[src/rtl/peilp_pkg.sv]
// Constants and types of the PHY LED, event and power register block
package peilp_pkg;

   // ***********************************************
   // Register map
   // ***********************************************
   localparam logic [4:0] OFS_LED = 5'h14;
   localparam logic [4:0] OFS_RXERR = 5'h15;
   localparam logic [4:0] OFS_ICTL = 5'h16;
   localparam logic [4:0] OFS_IFLAG = 5'h17;
   localparam logic [4:0] OFS_PWR = 5'h18;
   localparam logic [15:0] RST_LED = 16'h3fe9;
   localparam logic [15:0] RST_RXERR = 16'h0000;
   localparam logic [15:0] RST_ICTL = 16'h0000;
   localparam logic [10:0] RST_IFLAG = 11'h000;
   localparam logic [15:0] RST_PWR = 16'h2000;
   localparam logic [15:0] PWR_WMASK = 16'hfff0;
   localparam logic [1:0] BANK_ONE = 2'h1;

   // ***********************************************
   // Field positions
   // ***********************************************
   localparam int LED_W = 3;
   localparam int NUM_LED = 4;
   localparam int ICTL_OE = 15;
   localparam int ICTL_RDCLR = 14;
   localparam int ICTL_POL = 13;
   localparam int ICTL_AUTO = 12;
   localparam int ICTL_RESETUP = 11;
   localparam int NUM_EVT = 11;
   localparam int PWR_FIFO_LSB = 12;
   localparam int PWR_DEEP = 8;
   localparam int PWR_PLL = 7;
   localparam int PWR_RX = 6;
   localparam int PWR_DAC = 5;
   localparam int PWR_CDR = 4;
   localparam logic [5:0] FIFO_BIAS = 6'h03;

   // ***********************************************
   // LED source codes
   // ***********************************************
   localparam logic [2:0] LED_LINK = 3'h0;
   localparam logic [2:0] LED_ACT = 3'h1;
   localparam logic [2:0] LED_TX = 3'h2;
   localparam logic [2:0] LED_RX = 3'h3;
   localparam logic [2:0] LED_SPEED = 3'h5;
   localparam logic [2:0] LED_FDX = 3'h6;
   localparam logic [2:0] LED_OFF = 3'h7;

   // ***********************************************
   // Management frame
   // ***********************************************
   localparam logic [5:0] MF_PRE = 6'h20;
   localparam logic [5:0] MF_HDR_LAST = 6'h0d;
   localparam logic [5:0] MF_TA_LAST = 6'h01;
   localparam logic [5:0] MF_DATA_LAST = 6'h0f;
   localparam logic [1:0] MF_ST = 2'h1;
   localparam logic [1:0] MF_OP_RD = 2'h2;
   localparam logic [1:0] MF_OP_WR = 2'h1;

   typedef enum logic [4:0] {
      MS_PRE = 5'h01,
      MS_HDR = 5'h02,
      MS_TA = 5'h04,
      MS_RDAT = 5'h08,
      MS_WDAT = 5'h10
   } peilp_mstate_type;

   typedef struct packed {
      logic rd;
      logic wr;
      logic [4:0] addr;
      logic [15:0] wdata;
   } peilp_mreq_type;

   typedef struct packed {
      logic link;
      logic act;
      logic tx;
      logic rx;
      logic speed100;
      logic fdx;
   } peilp_lstat_type;

endpackage : peilp_pkg

[src/rtl/peilp_top.sv]
// Top of the PHY LED, event interrupt and deep sleep register block
`timescale 1ns/1ps
module peilp_top import peilp_pkg::*; (
   input wire logic i_core_clk,
   input wire logic i_rst,
   input wire logic i_mdc,
   input wire logic i_mdio_in,
   output logic o_mdio_out,
   output logic o_mdio_oe_n,
   input wire logic [4:0] i_phy_addr,
   input wire logic [1:0] i_bank_sel,
   input wire peilp_lstat_type i_lstat,
   input wire logic i_rmii_mode,
   input wire logic i_rx_err,
   input wire logic [10:0] i_evt_cond,
   input wire logic i_in_deep_sleep,
   output logic [3:0] o_led,
   output logic [3:0] o_aux_led_ctl,
   output logic o_irq_out,
   output logic o_irq_oe_n,
   output logic [5:0] o_fifo_thresh,
   output logic o_deep_sleep,
   output logic o_pll_off,
   output logic o_rx100_off,
   output logic o_dac_off,
   output logic o_cdr_off
);

   // ***********************************************
   // Decoding helpers
   // ***********************************************
   function automatic logic reg_sel(
      input logic [4:0] addr,
      input logic [1:0] bank,
      input logic [4:0] ofs
   );
      reg_sel = (bank != BANK_ONE) && (addr == ofs);
   endfunction : reg_sel

   function automatic logic led_drive(
      input logic [2:0] code,
      input peilp_lstat_type s,
      input logic zeroth
   );
      logic v;
      v = 1'b0;
      case (code)
         LED_LINK: v = s.link;
         LED_ACT: v = s.act;
         LED_TX: v = s.tx;
         LED_RX: v = s.rx;
         LED_SPEED: v = s.speed100;
         LED_FDX: v = s.fdx;
         LED_OFF: v = zeroth ? s.link : 1'b0;
         default: v = 1'b0;
      endcase
      led_drive = v;
   endfunction : led_drive

   // ***********************************************
   // Declarations
   // ***********************************************
   peilp_mreq_type req;
   logic hit;
   logic [15:0] rdata;
   logic wr_led;
   logic wr_rxerr;
   logic wr_ictl;
   logic wr_iflag;
   logic wr_pwr;
   logic rd_iflag;
   logic [15:0] led_q;
   logic [15:0] rxerr_q;
   logic [15:0] rxerr_base;
   logic rxerr_inc;
   logic [15:0] ictl_q;
   logic [10:0] flag_q;
   logic [10:0] cond_q;
   logic [15:0] pwr_q;
   logic pend;
   logic [5:0] thr_sum;

   // ***********************************************
   // Management access
   // ***********************************************
   peilp_mdio u_mdio (
      .i_core_clk(i_core_clk),
      .i_rst(i_rst),
      .i_mdc(i_mdc),
      .i_mdio_in(i_mdio_in),
      .i_phy_addr(i_phy_addr),
      .i_hit(hit),
      .i_rdata(rdata),
      .o_mdio_out(o_mdio_out),
      .o_mdio_oe_n(o_mdio_oe_n),
      .o_req(req)
   );

   assign wr_led = req.wr && reg_sel(req.addr, i_bank_sel, OFS_LED);
   assign wr_rxerr = req.wr && reg_sel(req.addr, i_bank_sel, OFS_RXERR);
   assign wr_ictl = req.wr && reg_sel(req.addr, i_bank_sel, OFS_ICTL);
   assign wr_iflag = req.wr && reg_sel(req.addr, i_bank_sel, OFS_IFLAG);
   assign wr_pwr = req.wr && reg_sel(req.addr, i_bank_sel, OFS_PWR);
   assign rd_iflag = req.rd && reg_sel(req.addr, i_bank_sel, OFS_IFLAG);

   // Bank one and other addresses belong to other blocks, so stay silent
   always_comb begin
      hit = 1'b1;
      rdata = 16'h0000;
      if (reg_sel(req.addr, i_bank_sel, OFS_LED)) begin
         rdata = led_q;
      end else if (reg_sel(req.addr, i_bank_sel, OFS_RXERR)) begin
         rdata = rxerr_q;
      end else if (reg_sel(req.addr, i_bank_sel, OFS_ICTL)) begin
         rdata = ictl_q;
      end else if (reg_sel(req.addr, i_bank_sel, OFS_IFLAG)) begin
         rdata = {5'h00, flag_q};
      end else if (reg_sel(req.addr, i_bank_sel, OFS_PWR)) begin
         rdata = pwr_q;
      end else begin
         hit = 1'b0;
      end
   end

   // ***********************************************
   // LED source selection
   // ***********************************************
   always_ff @(posedge i_core_clk or posedge i_rst) begin
      if (i_rst) begin
         led_q <= RST_LED;
      end else if (wr_led) begin
         led_q <= req.wdata;
      end
   end

   genvar gl;
   generate
      for (gl = 0; gl < NUM_LED; gl++) begin : g_led
         always_ff @(posedge i_core_clk or posedge i_rst) begin
            if (i_rst) begin
               o_led[gl] <= 1'b0;
            end else begin
               o_led[gl] <= led_drive(led_q[gl*LED_W +: LED_W],
                                      i_lstat, gl == 0);
            end
         end
      end
   endgenerate

   // Upper nibble is kept for the neighbouring LED and pad logic
   assign o_aux_led_ctl = led_q[15:12];

   // ***********************************************
   // Receive error counter
   // ***********************************************
   // Saturates rather than wraps so software never sees a false low
   assign rxerr_inc = i_rx_err & i_rmii_mode;
   assign rxerr_base = wr_rxerr ? req.wdata : rxerr_q;

   always_ff @(posedge i_core_clk or posedge i_rst) begin
      if (i_rst) begin
         rxerr_q <= RST_RXERR;
      end else if (rxerr_inc && rxerr_base != 16'hffff) begin
         rxerr_q <= rxerr_base + 16'h0001;
      end else begin
         rxerr_q <= rxerr_base;
      end
   end

   // ***********************************************
   // Interrupt control
   // ***********************************************
   always_ff @(posedge i_core_clk or posedge i_rst) begin
      if (i_rst) begin
         ictl_q <= RST_ICTL;
      end else if (wr_ictl) begin
         ictl_q <= req.wdata;
      end
   end

   always_ff @(posedge i_core_clk or posedge i_rst) begin
      if (i_rst) begin
         cond_q <= 11'h000;
      end else begin
         cond_q <= i_evt_cond;
      end
   end

   // ***********************************************
   // Event flags
   // ***********************************************
   // A flag sets on the rising edge of its condition, so a write clear
   // with ICTL_RESETUP low can drop it while the condition is still present.
   genvar ge;
   generate
      for (ge = 0; ge < NUM_EVT; ge++) begin : g_flag
         logic set;
         logic clr_rd;
         logic clr_wr;
         logic clr_auto;
         assign set = i_evt_cond[ge] & ~cond_q[ge];
         assign clr_rd = rd_iflag && ictl_q[ICTL_RDCLR] &&
                         flag_q[ge];
         assign clr_wr = wr_iflag && req.wdata[ge] &&
                         !(ictl_q[ICTL_RESETUP] &&
                           i_evt_cond[ge]);
         assign clr_auto = ictl_q[ICTL_AUTO] && !i_evt_cond[ge];
         always_ff @(posedge i_core_clk or posedge i_rst) begin
            if (i_rst) begin
               flag_q[ge] <= RST_IFLAG[ge];
            end else if (set) begin
               flag_q[ge] <= 1'b1;
            end else if (clr_rd || clr_wr || clr_auto) begin
               flag_q[ge] <= 1'b0;
            end
         end
      end
   endgenerate

   // ***********************************************
   // Interrupt pin
   // ***********************************************
   assign pend = |(flag_q & ictl_q[NUM_EVT-1:0]);

   always_ff @(posedge i_core_clk or posedge i_rst) begin
      if (i_rst) begin
         o_irq_out <= 1'b1;
         o_irq_oe_n <= 1'b1;
      end else begin
         o_irq_out <= pend ? ictl_q[ICTL_POL] : ~ictl_q[ICTL_POL];
         o_irq_oe_n <= ~ictl_q[ICTL_OE];
      end
   end

   // ***********************************************
   // FIFO threshold and deep sleep
   // ***********************************************
   always_ff @(posedge i_core_clk or posedge i_rst) begin
      if (i_rst) begin
         pwr_q <= RST_PWR;
      end else if (wr_pwr) begin
         pwr_q <= req.wdata & PWR_WMASK;
      end
   end

   // Widest field value still fits, so the doubled sum never overflows
   assign thr_sum = {2'h0, pwr_q[PWR_FIFO_LSB +: 4]} + FIFO_BIAS;

   // Gating only applies once the sleep logic reports deep sleep
   always_ff @(posedge i_core_clk or posedge i_rst) begin
      if (i_rst) begin
         o_fifo_thresh <= 6'h00;
         o_deep_sleep <= 1'b0;
         o_pll_off <= 1'b0;
         o_rx100_off <= 1'b0;
         o_dac_off <= 1'b0;
         o_cdr_off <= 1'b0;
      end else begin
         o_fifo_thresh <= {thr_sum[4:0], 1'b0};
         o_deep_sleep <= pwr_q[PWR_DEEP];
         o_pll_off <= pwr_q[PWR_DEEP] && i_in_deep_sleep &&
                      pwr_q[PWR_PLL];
         o_rx100_off <= pwr_q[PWR_DEEP] && i_in_deep_sleep &&
                        pwr_q[PWR_RX];
         o_dac_off <= pwr_q[PWR_DEEP] && i_in_deep_sleep &&
                      pwr_q[PWR_DAC];
         o_cdr_off <= pwr_q[PWR_DEEP] && i_in_deep_sleep &&
                      pwr_q[PWR_CDR];
      end
   end

endmodule : peilp_top

[src/rtl/peilp_mdio.sv]
// Management serial frame engine of the PHY LED, event and power block
`timescale 1ns/1ps
module peilp_mdio import peilp_pkg::*; (
   input wire logic i_core_clk,
   input wire logic i_rst,
   input wire logic i_mdc,
   input wire logic i_mdio_in,
   input wire logic [4:0] i_phy_addr,
   input wire logic i_hit,
   input wire logic [15:0] i_rdata,
   output logic o_mdio_out,
   output logic o_mdio_oe_n,
   output peilp_mreq_type o_req
);

   peilp_mstate_type st_q;
   logic mdc_q;
   logic rise;
   logic [5:0] cnt_q;
   logic [15:0] sh_q;
   logic [13:0] hdr;
   logic rd_q;
   logic wr_q;
   logic isrd_q;
   logic own_q;
   logic [4:0] addr_q;
   logic [15:0] tx_q;

   assign rise = i_mdc & ~mdc_q;
   assign hdr = {sh_q[12:0], i_mdio_in};
   assign o_req = '{rd: rd_q, wr: wr_q, addr: addr_q, wdata: sh_q};

   always_ff @(posedge i_core_clk or posedge i_rst) begin
      if (i_rst) begin
         mdc_q <= 1'b0;
      end else begin
         mdc_q <= i_mdc;
      end
   end

   // ***********************************************
   // Frame receiver; a full preamble is needed per frame
   // ***********************************************
   always_ff @(posedge i_core_clk or posedge i_rst) begin
      if (i_rst) begin
         st_q <= MS_PRE;
         cnt_q <= 6'h00;
         sh_q <= 16'h0000;
         rd_q <= 1'b0;
         wr_q <= 1'b0;
         isrd_q <= 1'b0;
         addr_q <= 5'h00;
      end else begin
         rd_q <= 1'b0;
         wr_q <= 1'b0;
         if (rise) begin
            sh_q <= {sh_q[14:0], i_mdio_in};
            cnt_q <= cnt_q + 6'h01;
            unique case (st_q)
               MS_PRE: begin
                  if (i_mdio_in) begin
                     if (cnt_q == MF_PRE) cnt_q <= MF_PRE;
                  end else if (cnt_q == MF_PRE) begin
                     st_q <= MS_HDR;
                     cnt_q <= 6'h01;
                  end else begin
                     cnt_q <= 6'h00;
                  end
               end
               MS_HDR: begin
                  if (cnt_q == MF_HDR_LAST) begin
                     cnt_q <= 6'h00;
                     st_q <= MS_PRE;
                     if (hdr[13:12] == MF_ST && hdr[9:5] == i_phy_addr &&
                         (hdr[11:10] == MF_OP_RD ||
                          hdr[11:10] == MF_OP_WR)) begin
                        st_q <= MS_TA;
                        addr_q <= hdr[4:0];
                        isrd_q <= (hdr[11:10] == MF_OP_RD);
                        rd_q <= (hdr[11:10] == MF_OP_RD);
                     end
                  end
               end
               MS_TA: begin
                  if (cnt_q == MF_TA_LAST) begin
                     cnt_q <= 6'h00;
                     st_q <= isrd_q ? MS_RDAT : MS_WDAT;
                  end
               end
               MS_RDAT: begin
                  if (cnt_q == MF_DATA_LAST) begin
                     cnt_q <= 6'h00;
                     st_q <= MS_PRE;
                  end
               end
               MS_WDAT: begin
                  if (cnt_q == MF_DATA_LAST) begin
                     cnt_q <= 6'h00;
                     st_q <= MS_PRE;
                     wr_q <= 1'b1;
                  end
               end
            endcase
         end
      end
   end

   // ***********************************************
   // Read data driver; silent when another block owns the address
   // ***********************************************
   always_ff @(posedge i_core_clk or posedge i_rst) begin
      if (i_rst) begin
         tx_q <= 16'h0000;
         own_q <= 1'b0;
         o_mdio_out <= 1'b1;
         o_mdio_oe_n <= 1'b1;
      end else if (rd_q) begin
         tx_q <= i_rdata;
         own_q <= i_hit;
      end else if (rise) begin
         if (st_q == MS_TA && cnt_q == 6'h00) begin
            o_mdio_out <= 1'b0;
            o_mdio_oe_n <= ~own_q;
         end else if (st_q == MS_TA || (st_q == MS_RDAT &&
                      cnt_q != MF_DATA_LAST)) begin
            o_mdio_out <= tx_q[15];
            tx_q <= {tx_q[14:0], 1'b0};
         end else begin
            o_mdio_out <= 1'b1;
            o_mdio_oe_n <= 1'b1;
            own_q <= 1'b0;
         end
      end
   end

endmodule : peilp_mdio

[config.mk]
export PLATFORM = sky130hd
export DESIGN_NAME = peilp_top
export DESIGN_NICKNAME = d
export VERILOG_FILES = /design/src/rtl/peilp_pkg.sv /design/src/rtl/peilp_top.sv /design/src/rtl/peilp_mdio.sv
export SDC_FILE = /design/constraint.sdc
export NUM_CORES = 1
export LEC_CHECK = 0
export BUFFER_PORTS_ARGS = -buffer_cell sky130_fd_sc_hd__buf_2
export CAP_MARGIN = 20
export CORE_MARGIN = 4
export CORE_UTILIZATION = 50
export DETAILED_ROUTE_END_ITERATION = 7
export GPL_ROUTABILITY_DRIVEN = 0
export PLACE_DENSITY = 0.8
export SLEW_MARGIN = 20
export SYNTH_ARGS = -nofsm -noshare
export SYNTH_HDL_FRONTEND = slang
export SYNTH_HIERARCHICAL = 1
export SYNTH_SLANG_ARGS = --single-unit
[constraint.sdc]
create_clock -name i_core_clk -period 3.1 [get_ports i_core_clk]
set_clock_uncertainty 0.05 [all_clocks]
set_input_delay 0.775 -clock i_core_clk [delete_from_list [all_inputs] [get_ports i_core_clk]]
set_output_delay 0.775 -clock i_core_clk [all_outputs]
set_load 0.1 [all_outputs]
==> metrics.md <==
| Metric | Value |
|---|---|
| # DRC | `0` |
| Synth warn | `6` |
| Crit path max-delay family | `compound AO/OA/AOI/OAI gates` |
| Total routed wirelength | `slightly above 20000 um` |
| WHS | `around 0.37 ns` |
| Vias in the first global route | `~6.2k` |
| Flops & latches, synth | `roughly 150` |
| Post-route clock period utilization | `between 80% and 90%` |
| Core area | `between 0.015 and 0.02 mm^2` |
| Post-Syn Area | `between 0.007 and 0.008 mm^2` |
| Reg clk slew, reported paths | `around 0.070 ns` |
| Worst path slowest cell | `a211oi_2` |
| Worst setup SP type | `register` |
| Syn avg cell area | `just over 10 um^2` |
| Die W | `approximately 130 um` |
| Max_cap viols | `0` |
| Pre-antenna DRT Iters | `6` |
| Rows | `45` |
| Sequential-to-total area share from yosys stat | `between 40% and 50%` |
| Max Freq | `376 MHz` |
| Die ar. | `between 0.015 and 0.02 mm^2` |
| Clock Tree Buf Depth | `2` |
| Period minus WS final | `2.66 ns` |
| Hpwl dp | `roughly 14000 um` |
| Finish-stage setup viols | `0` |
| Htree depth | `4` |
| First-pass GRT wire length | `33300 um` |
| Fraction of layout cells with a size suffix above 1 | `between 20% and 30%` |
| Die extent in y | `around 130 um` |
| Headroom to the max-slew limit | `approximately 27%` |
| Status | `completed` |
| Final non-filler cell total | `about 1.1k` |
| Crit path kind | `register to register` |
| GR Util All Layers | `between 20% and 30%` |
| Pleak | `3.76 nW` |
| Initial antenna violation count | `0` |
| Post-route setup slack | `0.443 ns` |
| Clk Latency, worst-skew pair | `approximately 0.44 ns` |
| I/O Buffers | `52` |
| FFs w/ async S/R, synth | `100%` |
| Worst Path Buf+Inv | `1` |
| Cell Pwr Density | `roughly 600 mW/mm^2` |
| Crit-path max FO | `16` |
| Post-route ant nets | `0` |
| CTS sink cnt | `between 150 and 200` |
| Hold buffer count at cts | `0` |
| Synth Instances | `approximately 790` |
| Worst min path class | `primary input to async pin` |
| Cts bufs inserted | `17` |
| Area growth syn-to-layout | `12.9%` |
| Post-CTS Setup Repair Bufs | `0` |
| Worst path max stage delay | `0.89 ns` |
| EDFF count, synth | `0` |
| Detail-routed via count per cell | `approximately 6.1` |
| Critical-path cell list | `inv_1, ha_1, nor4b_2, and4bb_2, a211oi_2, a21oi_1, a2bb2oi_1` |
| CTS tree | `yes` |
| Grt ovf | `0` |
| Number of DRC markers in iteration 0 | `approximately 730` |
| Critical Path RT | `roughly 3.4 ns` |
| Number of I/O pins | `54` |
| CP endpoint kind | `register` |
| Worst slew pin tran | `1.09 ns` |
| Via Count | `between 6k and 7k` |
| Largest net degree at the start of global routing | `61` |
| Top FF cell, synth | `dfrtp_1` |
| WP data arrival | `between 2 and 3 ns` |
| Worst ir drop on vdd | `about 440 uV` |
| Initial core utilization | `51.7%` |
| Nets | `approximately 870` |
| Routed WL per cell | `19.2 um` |
| Antenna diodes | `0` |
| Dpl cells | `around 1k` |
| Max Slew Vio Count | `0` |
| Setup TNS | `0 ns` |
| RSZ-0062 raised after global routing | `no` |
| Mapped Nets | `822` |
| Commonest cells after routing, fill and taps aside | `dfrtp_1, nand2_1, buf_2` |
| CTS resizes | `0` |
| Root Buffer | `clkbuf_16` |
| Most common library cell in the layout ignoring fill and taps | `dfrtp_1` |
| Fill cells | `~1.3k` |
| Distinct cells, synth | `70` |
| Pre-CTS setup slack | `0.327 ns` |
| Final hold vios | `0` |
-- registers in the layout (all words and copies together) (netlist names), 4 cells and up --
name	count
ictl_q	16
pwr_q	12
rxerr_q	16
u_mdio/sh_q	16
led_q	16
u_mdio/tx_q	16
o_led	4
u_mdio/cnt_q	6
u_mdio/addr_q	5
o_fifo_thresh	5
u_mdio/st_q	5
flag_q	11
cond_q	11
-- power breakdown --
part / internal (mW) / switching [mW] / leakage [nW]
Combinational: 0.351 / 0.465 / 1.56
Sequential: 2.21 / 0.349 / 1.91
Clock: 1.14 / 0.914 / 0.288
Total: 3.70 / 1.73 / 3.76
-- kinds of logic (layout without fill, tap and decap cells) --
family / after synthesis / in the layout / synth area share, %
AO/OA/AOI/OAI: 183 / 183 / 15.5
XOR/XNOR: 28 / 28 / 3.07
adder cells (fa/ha/maj): 5 / 5 / 0.784
buffers and inverters: 74 / 132 / 4.57
flip-flops: 153 / 153 / 48.3
multiplexers: 76 / 76 / 10.8
other: 1 / 1 / 0.0470
AND/OR/NAND/NOR: 266 / 266 / 16.9
-- final cells by class --
| type | count | area [um^2] | share of cell area [%] |
|---|---|---|---|
| sequential | 153 | 3850 | 42.7 |
| multi-input combinational | 559 | 3760 | 41.8 |
| timing repair buffer | 77 | 460 | 5.11 |
| clock buffer | 17 | 425 | 4.72 |
| tap | 211 | 264 | 2.93 |
| clock inverter | 15 | 156 | 1.74 |
| inverter | 23 | 90.1 | 1.00 |
-- per-layer routing --
layer  track usage (%)  part of all wire (%)  vias up
met5                 0                     0        -
met4              9.56                   2.6        0
met3              4.50                   7.5       45
met2              36.4                    48      303
met1              32.5                    42     3130
li1                  -                     -     2917
-- cell usage after synthesis, types with 4 or more instances --
cell       instances  share of area, %
nand3_1           18               1.1
xnor2_1           17               1.9
buf_6              4              0.56
xor2_1            11               1.2
mux2_2            43               6.1
a31o_2            11               1.2
nand4_1           11              0.86
mux2i_1           28               3.5
nand3b_1           9              0.85
o2bb2ai_1         11               1.2
buf_2              4              0.25
a22oi_1           12               1.1
inv_1             22               1.0
dfrtp_1          136                43
nor3b_1            4              0.38
o21ai_0           50               3.1
a221oi_1           4              0.44
and3_1             5              0.39
a41oi_1            4              0.44
nor2b_1            6              0.47
nand2_1          109               5.1
a31oi_1            9              0.71
dfstp_2           17               5.6
clkbuf_1          30               1.4
a211oi_1          11               1.0
buf_4             11               1.0
a221o_1            6              0.75
nor3_1            25               1.6
ha_1               5              0.78
nand2b_1           7              0.55
nor2_1            48               2.3
a2bb2oi_1         11               1.2
a21oi_1           34               2.1
-- through the flow --
step	utilization [%]	total power, mW	cell area [um^2]
after floorplan	-	3.09	7980
final	58.4	5.43	9010
after global placement	54.6	3.33	8430
after detailed placement	54.6	3.37	8430
after CTS	58.4	5.43	9010
after global routing	58.4	5.67	9010
-- worst paths after layout --
| path | from | end | slack (ns) | cells past startpoint |
|---|---|---|---|---|
| setup / recovery | u_mdio/cnt_q[0]$_DFFE_PP0P_ | u_mdio/tx_q[12]$_DFFE_PP0P_ | 0.44 | 7 |
| hold / removal | i_rst | pwr_q[15]$_DFFE_PP0P_ | 0.37 | 2 |
| setup reg to reg | u_mdio/cnt_q[0]$_DFFE_PP0P_ | u_mdio/tx_q[12]$_DFFE_PP0P_ | 0.44 | 7 |
| hold reg to reg | u_mdio/own_q$_DFFE_PP0P_ | u_mdio/o_mdio_oe_n$_DFFE_PP1P_ | 0.38 | 1 |
| max in group asynchronous | i_rst | o_irq_out$_DFF_PP1_ | 1.90 | 3 |
| min in group i_core_clk | u_mdio/own_q$_DFFE_PP0P_ | u_mdio/o_mdio_oe_n$_DFFE_PP1P_ | 0.38 | 1 |
-- worst register-to-register path, stage by stage, from the launching register on --
cell and delay [ns]:
dfrtp_1 0.46, inv_1 0.09, ha_1 0.20, nor4b_2 0.19, and4bb_2 0.28, a211oi_2 0.89, a21oi_1 0.20, a2bb2oi_1 0.20
Power figures use the tool's default switching activity.
